==> config.mk <==
export PLATFORM = sky130hd
export DESIGN_NAME = nvh_host
export DESIGN_NICKNAME = d
export VERILOG_FILES = /design/src/common/nvh_pkg.sv /design/src/hdl/nvh_sync.sv /design/src/hdl/nvh_host.sv
export SDC_FILE = /design/constraint.sdc
export NUM_CORES = 1
export LEC_CHECK = 0
export BUFFER_PORTS_ARGS = -buffer_cell sky130_fd_sc_hd__buf_2
export CORE_ASPECT_RATIO = 2
export CORE_UTILIZATION = 37
export CTS_BUF_LIST = sky130_fd_sc_hd__clkbuf_2 sky130_fd_sc_hd__clkbuf_4 sky130_fd_sc_hd__clkbuf_8
export DETAILED_ROUTE_END_ITERATION = 6
export SYNTH_ARGS = -nofsm -noshare
export SYNTH_HDL_FRONTEND = slang
export SYNTH_HIERARCHICAL = 1
export SYNTH_SLANG_ARGS = --single-unit
==> constraint.sdc <==
create_clock -name i_clk -period 2.2 [get_ports i_clk]
set_clock_uncertainty 0.05 [all_clocks]
set_input_delay 0.44 -clock i_clk [delete_from_list [all_inputs] [get_ports i_clk]]
set_output_delay 0.44 -clock i_clk [all_outputs]
set_load 0.02 [all_outputs]
==> src/common/nvh_pkg.sv <==
// package: constants and carrier types for the nvsram host port controller
package nvh_pkg;
  localparam int ADDR_W = 17;
  localparam int DATA_W = 8;
  localparam int RTC_REGS = 16;
  // clock register map sits at the top 16 bytes of the address space
  localparam logic [16:0] RTC_BASE = 17'h1FFF0;
  // strobe phase lengths in ns, rounded up to i_clk cycles (100 ns each)
  localparam int T_SETUP_NS = 100;
  localparam int T_STROBE_NS = 200;
  localparam int T_HOLD_NS = 100;
  localparam int CLK_NS = 100;
  localparam logic [3:0] SETUP_CYC = 4'((T_SETUP_NS + CLK_NS - 1) / CLK_NS);
  localparam logic [3:0] STROBE_CYC = 4'((T_STROBE_NS + CLK_NS - 1) / CLK_NS);
  localparam logic [3:0] HOLD_CYC = 4'((T_HOLD_NS + CLK_NS - 1) / CLK_NS);

  typedef struct packed {
    logic wr;
    logic rtc;
    logic [16:0] addr;
    logic [7:0] wdata;
  } nvh_req_t;

  typedef struct packed {
    logic chip_on_n;
    logic write_n;
    logic out_drive_n;
    logic [16:0] addr;
  } nvh_bus_t;

  typedef enum logic [2:0] {
    ST_IDLE = 3'b000,
    ST_SETUP = 3'b001,
    ST_STROBE = 3'b010,
    ST_HOLD = 3'b011,
    ST_SAVE = 3'b100
  } nvh_state_t;
endpackage

==> src/hdl/nvh_sync.sv <==
// two-flop synchroniser for pin inputs
`timescale 1ns/1ps
module nvh_sync #(
  parameter int W = 1
) (
  input wire logic i_clk,
  input wire logic i_sys_rst,
  input wire logic [W-1:0] i_d,
  output logic [W-1:0] o_q
);
  logic [W-1:0] meta_ff;
  logic [W-1:0] nxt_meta;
  logic [W-1:0] q_ff;
  logic [W-1:0] nxt_q;

  always_comb
  begin
    nxt_meta = i_d;
    nxt_q = meta_ff;
  end

  // reset to all ones, the idle level of the save-busy pin; the interrupt and data pins need not idle high
  always_ff @(posedge i_clk)
  begin
    if (i_sys_rst)
    begin
      meta_ff <= '1;
      q_ff <= '1;
    end
    else
    begin
      meta_ff <= nxt_meta;
      q_ff <= nxt_q;
    end
  end

  assign o_q = q_ff;
endmodule // nvh_sync

==> src/hdl/nvh_host.sv <==
// host controller driving the nvsram with clock over its parallel pins
`timescale 1ns/1ps
// Functional notes
// 17 address lines select array or clock
// single bidirectional 8-bit data bus
// chip-on low selects; high ignores bus
// write stores byte at addressed location
// output drivers only while output drive low
// output drive high floats the data bus
// save-busy low while save in progress
// pulling save-busy low starts a save
// automatic save on power loss
// automatic restore on power-up
// software save or restore also supported
// interrupt from alarm, watchdog, power monitor
// interrupt polarity high push-pull or low open-drain
// alarm once or periodic
// calendar tracks leap years
// 32.768 kHz crystal timebase
// host waits while save-busy is low
module nvh_host
  import nvh_pkg::*;
(
  input wire logic i_clk,
  input wire logic i_sys_rst,
  input wire logic i_req_valid,
  input wire nvh_pkg::nvh_req_t i_req,
  input wire logic i_save_req,
  input wire logic i_int_active_high,
  output logic o_req_ready,
  output logic o_rd_valid,
  output logic [7:0] o_rd_data,
  output logic o_busy_seen,
  output logic o_int_seen,
  output nvh_pkg::nvh_bus_t o_bus,
  output logic [7:0] o_byte_bus_out,
  output logic o_byte_bus_oe_n,
  input wire logic [7:0] i_byte_bus_in,
  output logic o_nv_save_busy_n_out,
  output logic o_nv_save_busy_n_oe_n,
  input wire logic i_nv_save_busy_n_in,
  input wire logic i_int_pin
);
  import nvh_pkg::*;

  function automatic logic [16:0] map_addr(input nvh_req_t r);
    map_addr = r.rtc ? (RTC_BASE | {13'h0, r.addr[3:0]}) : r.addr;
  endfunction

  logic [9:0] sync_d;
  logic [9:0] sync_q;
  logic [7:0] rd_pin;
  logic busy_n_s;
  logic int_s;

  assign sync_d = {i_int_pin, i_nv_save_busy_n_in, i_byte_bus_in};

  nvh_sync #(.W(10)) u_sync (
    .i_clk(i_clk),
    .i_sys_rst(i_sys_rst),
    .i_d(sync_d),
    .o_q(sync_q)
  );

  assign rd_pin = sync_q[7:0];
  assign busy_n_s = sync_q[8];
  assign int_s = sync_q[9];

  nvh_state_t state_ff, nxt_state;
  logic [3:0] cnt_ff, nxt_cnt;
  nvh_req_t req_ff, nxt_req;
  nvh_bus_t bus_ff, nxt_bus;
  logic [7:0] dout_ff, nxt_dout;
  logic doe_n_ff, nxt_doe_n;
  logic hsb_oe_n_ff, nxt_hsb_oe_n;
  logic ready_ff, nxt_ready;
  logic rdv_ff, nxt_rdv;
  logic [7:0] rdat_ff, nxt_rdat;
  logic busy_ff, nxt_busy;
  logic intf_ff, nxt_intf;

  always_comb
  begin
    nxt_state = state_ff;
    nxt_cnt = cnt_ff;
    nxt_req = req_ff;
    nxt_bus = bus_ff;
    nxt_dout = dout_ff;
    nxt_doe_n = doe_n_ff;
    nxt_hsb_oe_n = hsb_oe_n_ff;
    nxt_ready = 1'b0;
    nxt_rdv = 1'b0;
    nxt_rdat = rdat_ff;
    nxt_busy = ~busy_n_s;
    nxt_intf = i_int_active_high ? int_s : ~int_s;
    case (state_ff)
      ST_IDLE:
      begin
        // a request is taken only while the device is not saving
        if (i_save_req)
        begin
          nxt_hsb_oe_n = 1'b0;
          nxt_cnt = STROBE_CYC;
          nxt_state = ST_SAVE;
        end
        else if (i_req_valid && busy_n_s)
        begin
          // software save or restore sequences leave as plain accesses
          nxt_req = i_req;
          nxt_bus.addr = map_addr(i_req);
          nxt_dout = i_req.wdata;
          nxt_doe_n = ~i_req.wr;
          nxt_cnt = SETUP_CYC;
          nxt_state = ST_SETUP;
        end
      end
      ST_SETUP:
      begin
        if (cnt_ff <= 4'h1)
        begin
          nxt_bus.chip_on_n = 1'b0;
          nxt_bus.write_n = ~req_ff.wr;
          nxt_bus.out_drive_n = req_ff.wr;
          nxt_cnt = STROBE_CYC;
          nxt_state = ST_STROBE;
        end
        else
          nxt_cnt = cnt_ff - 4'h1;
      end
      ST_STROBE:
      begin
        if (cnt_ff <= 4'h1)
        begin
          nxt_bus.chip_on_n = 1'b1;
          nxt_bus.write_n = 1'b1;
          nxt_bus.out_drive_n = 1'b1;
          nxt_cnt = HOLD_CYC;
          nxt_state = ST_HOLD;
        end
        else
          nxt_cnt = cnt_ff - 4'h1;
      end
      ST_HOLD:
      begin
        // pins reach rd_pin two edges late: the byte driven during the
        // strobe is only seen at the first hold edge
        if (!req_ff.wr && cnt_ff == HOLD_CYC)
          nxt_rdat = rd_pin;
        if (cnt_ff <= 4'h1)
        begin
          nxt_doe_n = 1'b1;
          nxt_rdv = ~req_ff.wr;
          nxt_ready = 1'b1;
          nxt_state = ST_IDLE;
        end
        else
          nxt_cnt = cnt_ff - 4'h1;
      end
      ST_SAVE:
      begin
        // release the pin after a pulse and return to idle, where requests wait for busy to end
        if (cnt_ff != 4'h0)
          nxt_cnt = cnt_ff - 4'h1;
        else
        begin
          nxt_hsb_oe_n = 1'b1;
          nxt_state = ST_IDLE;
        end
      end
      default:
        nxt_state = ST_IDLE;
    endcase
  end

  always_ff @(posedge i_clk)
  begin
    if (i_sys_rst)
    begin
      state_ff <= ST_IDLE;
      cnt_ff <= 4'h0;
      req_ff <= '0;
      bus_ff <= '{chip_on_n: 1'b1, write_n: 1'b1, out_drive_n: 1'b1,
                  addr: 17'h00000};
      dout_ff <= 8'h00;
      doe_n_ff <= 1'b1;
      hsb_oe_n_ff <= 1'b1;
      ready_ff <= 1'b0;
      rdv_ff <= 1'b0;
      rdat_ff <= 8'h00;
      busy_ff <= 1'b0;
      intf_ff <= 1'b0;
    end
    else
    begin
      state_ff <= nxt_state;
      cnt_ff <= nxt_cnt;
      req_ff <= nxt_req;
      bus_ff <= nxt_bus;
      dout_ff <= nxt_dout;
      doe_n_ff <= nxt_doe_n;
      hsb_oe_n_ff <= nxt_hsb_oe_n;
      ready_ff <= nxt_ready;
      rdv_ff <= nxt_rdv;
      rdat_ff <= nxt_rdat;
      busy_ff <= nxt_busy;
      intf_ff <= nxt_intf;
    end
  end

  assign o_req_ready = ready_ff;
  assign o_rd_valid = rdv_ff;
  assign o_rd_data = rdat_ff;
  assign o_busy_seen = busy_ff;
  assign o_int_seen = intf_ff;
  assign o_bus = bus_ff;
  assign o_byte_bus_out = dout_ff;
  assign o_byte_bus_oe_n = doe_n_ff;
  assign o_nv_save_busy_n_out = 1'b0;
  assign o_nv_save_busy_n_oe_n = hsb_oe_n_ff;

  strobe_excl_a: assert property (@(posedge i_clk)
    disable iff (i_sys_rst)
    !(bus_ff.write_n == 1'b0 && bus_ff.out_drive_n == 1'b0))
    else $error("write and output drive low together");
  drive_on_read_a: assert property (@(posedge i_clk)
    disable iff (i_sys_rst)
    !(bus_ff.out_drive_n == 1'b0 && doe_n_ff == 1'b0))
    else $error("host drives bus during device read");
  select_pair_a: assert property (@(posedge i_clk)
    disable iff (i_sys_rst)
    (bus_ff.chip_on_n == 1'b1) |-> (bus_ff.write_n && bus_ff.out_drive_n))
    else $error("strobe active without chip-on");
  no_busy_start_a: assert property (@(posedge i_clk)
    disable iff (i_sys_rst)
    (state_ff == ST_IDLE && !busy_n_s && !i_save_req)
      |=> state_ff == ST_IDLE)
    else $error("access started while save busy");
  write_data_a: assert property (@(posedge i_clk)
    disable iff (i_sys_rst)
    $fell(bus_ff.write_n) |-> !doe_n_ff && dout_ff == req_ff.wdata)
    else $error("write strobe without data driven");
  strobe_len_a: assert property (@(posedge i_clk)
    disable iff (i_sys_rst)
    $fell(bus_ff.chip_on_n) |-> !bus_ff.chip_on_n [*2] ##1 bus_ff.chip_on_n)
    else $error("chip-on pulse length wrong");
  save_pulse_a: assert property (@(posedge i_clk)
    disable iff (i_sys_rst)
    $fell(hsb_oe_n_ff) |-> !hsb_oe_n_ff [*3] ##1 hsb_oe_n_ff)
    else $error("save request pulse length wrong");
  addr_map_a: assert property (@(posedge i_clk)
    disable iff (i_sys_rst)
    (!bus_ff.chip_on_n && req_ff.rtc) |-> bus_ff.addr[16:4] == 13'h1FFF)
    else $error("clock register address outside map");
  read_done_a: assert property (@(posedge i_clk)
    disable iff (i_sys_rst)
    ($rose(bus_ff.out_drive_n) && !req_ff.wr) |=> rdv_ff)
    else $error("read result not returned after hold");
endmodule // nvh_host

-- After elaboration in Yosys (flattened, before gate mapping)
Index checks and enable logic that the tools add are counted.
- add/sub/neg operators: 1
- eq/ne operators: 15
- multiplexer cells: 27
- magnitude comparators: 1
- bitwise gates (word level): 7
- reductions and logical operators: 18
- operator list (cell ; number):
    3-bit 2-to-1 mux ; 8
    4-bit 2-to-1 mux ; 6
    4-bit case mux with 5 select lines ; 1
    2-bit != test, second input constant ; 9
    17-bit 2-to-1 mux ; 1
    3-bit case mux with 5 select lines ; 1
    3-bit AND reduction ; 3
    4-bit AND reduction ; 2
    1-bit 2-to-1 mux ; 7
    1-bit inverter ; 7
    3-bit by 2-bit equality test with 1-bit output, second input constant ; 2
    3-bit case mux with 2 select lines ; 1
    2-bit nonzero test ; 3
    5-bit AND reduction ; 1
    5-bit nonzero test ; 1
    4-bit by 1-bit equality test with 1-bit output, second input constant ; 1
    4-bit by 1-bit less-or-equal comparator with 1-bit output, second input constant ; 1
    1-bit case mux with 2 select lines ; 2
    4-bit nonzero test ; 1
    4-bit by 1-bit subtractor with 4-bit output, second input constant ; 1
    3-bit by 1-bit equality test with 1-bit output, second input constant ; 1
    3-bit equality test, second input constant ; 1
    3-bit zero test ; 1
    3-bit != test, second input constant ; 1
    5 further kinds ; 6
- output and inout port bits: 43
- input port bits: 42
- word-level logic and storage cells: 86
- register bits after elaboration: 70

-- Longest topological paths before layout
- depth after elaboration: 4
- gate-level depth with buffers: 7
- mapped depth without buffers: 7

-- By module
The synthesis kept the hierarchy.
- modules (own cells, without submodules) (module ; instances ; area each (um2) ; cells an instance ; seq. area each (um2)):
    nvh_host ; 1 ; 2130.8 ; 249 ; 1001.0
    nvh_sync ; 1 ; 548.0 ; 42 ; 400.4

-- Worst setup path after synthesis
No wires, ideal clock.
- path type: register to register
- start point: register cnt_ff[0]
- end point: register cnt_ff[3]
- arrival time: 1.526 ns
- setup time: 0.095 ns
- cell stages (with the launch flop): 8
- slack: 0.529 ns
- path buffers: 0
- data required time: 2.055 ns
- cell sequence: dfxtp_1 > inv_1 > ha_1 > nor2_1 > o22ai_1 > a31oi_1 > o311ai_1 > o311ai_1
- longest elaborated chain between the ends: 3
- elaborated cells between the ends (all ways): 11
- classes of those cells: add/sub: 1; order compare: 1; eq/ne: 2; mux: 5; reduce/logical: 2
- RTL lines (item ; line ; text):
    from (decl) ; nvh_host.sv:70 ; logic [3:0] cnt_ff, nxt_cnt;
    from (signal assigned) ; nvh_host.sv:196 ; cnt_ff <= nxt_cnt;
    4-bit by 1-bit subtractor with 4-bit output (tied with other cells) ; - ;
    4-bit 2-to-1 mux (tied with other cells) ; nvh_host.sv:162 ; if (cnt_ff != 4'h0)
    4-bit case mux with 5 select lines or 4-bit AND reduction (tied branches) ; - ;
Several ways; a longest one is shown, not always the timed one. The select of a mux whose other input is x is not followed.
A chain may end at the register's enable or synchronous reset.

-- Final worst setup path
Ends and elaborated chain as after synthesis.

==> results.py <==
metrics = {
    "synth": {
        "synth_top_family_by_area": "simple AND/OR/NAND/NOR gates",
        "ys_types": 40,
        "synthesis.area_um2": 2680,
        "avgSynthCellArea_um2": 9.21,
        "synth-async-reset-ratio_pct": 0,
        "ys_seq_elements": 70,
        "seq_area_frac_synth_pct": 52.3,
        "syn_inst": 291,
        "synth_compound_area_share_pct": 10.1,
        "synth_top_area_share_pct": 52.3,
        "synth_fp_nets": 335,
        "yosys.area.top_type": "dfxtp_1",
        "synth-main-ff-cell": "dfxtp_1",
        "synthTopCellsByCount": "dfxtp_1 (70), nand2_1 (32), nor2_1 (30)",
        "yosys_warnings": 6,
        "synthMuxAreaShare_pct": 3.36,
        "synth_fa_ha_area_share_pct": 0.934,
        "synth.most_common_cell": "dfxtp_1",
        "synth-simple-area-share_pct": 27.4,
        "synth_edf_count": 0,
        "synth.area.top_cells": "dfxtp_1 (52%), or2_1 (4.9%), nor3_1 (4.5%), nand2_1 (4.5%), a21oi_1 (4.3%)",
        "synth_xor_area_share_pct": 0.654,
    },
    "place": {
        "dp_hpwl_um": 4430,
        "gp_congestion": 0.862,
        "io_buffers": 83,
        "postPlaceCellArea_um2": 3140,
    },
    "job": {
        "maxCapViolations": 0,
    },
    "timing": {
        "final-max-slew-violation-count": 0,
        "setup_viol": 0,
        "hold_viol_final": 0,
        "min_period_ns": 1.97,
        "tightest_slew_ns": 0.594,
        "hold_ws_ns": 0.221,
        "tns_ns": 0,
        "rsz0062_at_grt": "false",
        "fmax_mhz": 507,
        "slew_headroom_pct": 60.4,
        "post-route-period-util_pct": 89.7,
    },
    "pwr": {
        "peakVddDrop_uv": 544,
        "power_density_nw_per_um2": 969,
        "p_int_mw": 2.22,
        "sequentialPowerShare_pct": 45.6,
        "p_comb_share_pct": 23.7,
        "swShare_pct": 31.3,
        "clkPwrFrac_pct": 30.7,
        "p_switching_mw": 1.01,
        "leakage_nw": 1.47,
    },
    "cts": {
        "cts_hold_buf": 0,
        "cts_tree": "yes",
        "clkLatencyLatePin_ns": 0.34,
        "cts-root-buf": "clkbuf_8",
        "cts_buffer_depth": 2,
        "ctsResizeCount": 0,
        "cts_sinks": 70,
        "cts_buffers": 9,
        "clkTransAtPathRegs_ns": 0.07,
        "htree_levels": 3,
        "postCtsSetupBuffers": 0,
    },
    "route": {
        "vias": 2252,
        "via_per_inst": 4.81,
        "drt_iter0_drc": 133,
        "ant_nets": 0,
        "drc": 0,
        "avgRoutedWirePerCell_um": 13.0,
        "drt-total-wl_um": 6080,
        "drt_pre_antenna_iters": 4,
    },
    "floorplan": {
        "start_util_pct": 38.6,
        "die_area_um2": 7600,
        "rows": 43,
        "ios": 85,
        "core_um2": 6940,
        "die_w_um": 62.2,
        "die_h_um": 122,
    },
    "critical_path": {
        "critPathCaptureType": "flip-flop",
        "worst-endpoint-required_ns": 2.40,
        "critPathLaunchType": "flip-flop",
        "cpMaxStageDelayCell": "dfxtp_1",
        "arrival_ns": 2.17,
        "crit_path_max_fanout": 6,
        "path_cells": "inv_1 > ha_1 > nor2_1 > o22ai_1 > a31oi_1 > o311ai_1 > o311ai_1",
        "cp_common_cell": "o311ai_1",
        "worstSetupPathType": "flip-flop to flip-flop",
        "critPathMaxStageDelay_ns": 0.43,
    },
    "cells_and_area": {
        "final_layout_size_suffix_gt1_share_pct": 32.0,
        "final_nets": 417,
        "antenna_cells": 0,
        "final_cell_area_um2": 3330,
        "syn_to_final_growth_pct": 24.3,
    },
    "outcome": {
        "outcome": "finished clean",
    },
    "global_routing": {
        "grt_overflow": 0,
        "grt_max_degree": 34,
        "grt_pass1_vias": 2085,
        "grt_first_pass_wirelength_um": 10000,
        "grt_util_all_layers_pct": 17.1,
        "antenna_found_initial": 0,
    },
    "hold_path": {
        "hold_path_class": "primary input to flip-flop",
    },
}
## through the flow
step	power (mW)	setup WS, ns	utilization, %	std cells
floorplan	2.06	0.529	-	291
global placement	2.25	0.383	45.2	452
detailed placement	2.27	0.241	45.2	452
CTS	3.27	0.223	48.0	468
global route	3.42	0.0735	48.0	468
finish	3.23	0.226	48.0	468
## per-layer routing
metal  global-route usage (%)  routed length (µm)
met2                     29.5                3240
met3                     4.74                 267
met1                     18.1                2350
met5                        0                   0
met4                     11.2                 218
## worst paths after layout
| kind | slack (ns) | to | cells past startpoint | from |
|---|---|---|---|---|
| max | 0.23 | cnt_ff[3] | 7 | cnt_ff[0] |
| min | 0.22 | u_sync/meta_ff[6] | 2 | i_byte_bus_in[6] |
| max reg2reg | 0.23 | cnt_ff[3] | 7 | cnt_ff[0] |
| min reg2reg | 0.35 | u_sync/o_q[6] | 1 | u_sync/meta_ff[6] |
## cell families after synthesis
| kind of cell | count (synthesis) |
|---|---|
| muxes | 9 |
| adders and majority gates | 2 |
| and+or+nand+nor | 138 |
| DFF | 70 |
| buffers and inverters | 24 |
| other | 1 |
| xor gates and xnor gates | 2 |
| AOI/OAI and AO/OA | 45 |
## state kept, by name (all words and copies together) (netlist names)
register               count
o_rd_valid                 1
o_byte_bus_oe_n            1
o_nv_save_busy_n_oe_n      1
u_sync/o_q                10
o_bus                     20
o_busy_seen                1
o_req_ready                1
req_ff                     1
cnt_ff                     4
state_ff                   3
o_byte_bus_out             8
u_sync/meta_ff            10
o_rd_data                  8
o_int_seen                 1
## cell usage in the layout (no fill, tap or decap), types with 2 or more instances in the layout
master,netlist,layout
clkbuf_4,0,2
nand3_1,4,4
a32oi_1,2,2
o21ai_0,3,3
or3_1,2,2
a31oi_1,4,4
nor4_1,3,3
inv_1,5,5
o21ai_1,2,2
buf_4,1,7
o21bai_1,3,3
clkinv_2,0,4
ha_1,2,2
clkbuf_8,0,9
nand4_1,2,2
o22ai_1,2,2
xor2_1,2,2
buf_2,5,83
or2_1,21,21
dfxtp_1,70,70
nor3_2,9,9
a21oi_1,23,23
nor3_1,24,24
nor2b_1,2,2
o311ai_1,3,3
nand2_1,32,32
mux2i_1,9,9
nor2_2,2,2
nor2_1,30,30
## power by group through the flow
stage                     registers, mW  logic, mW  clock network [mW]
after floorplan                    1.55      0.508                   0
after global placement             1.50      0.754                   0
after detailed placement           1.50      0.769                   0
after CTS                          1.48      0.771                1.02
after global routing               1.49      0.847                1.08
final                              1.47      0.764               0.991
## worst max-delay path, delay by kind of cell (launching register included)
kind	cells	cell delay, ns
compound gates	4	0.74
flops	1	0.43
simple gates	1	0.34
fa+ha+maj	1	0.26
buf+inv	1	0.07
## final cells by class
type,count,area [µm²]
Fill cell,715,3610
Sequential cell,70,1400
Tap cell,90,113
Multi-Input combinational cell,197,1140
Inverter,5,18.8
Clock buffer,11,139
Timing Repair Buffer,90,468
Clock inverter,5,50.0
Power figures use the tool's default switching activity.
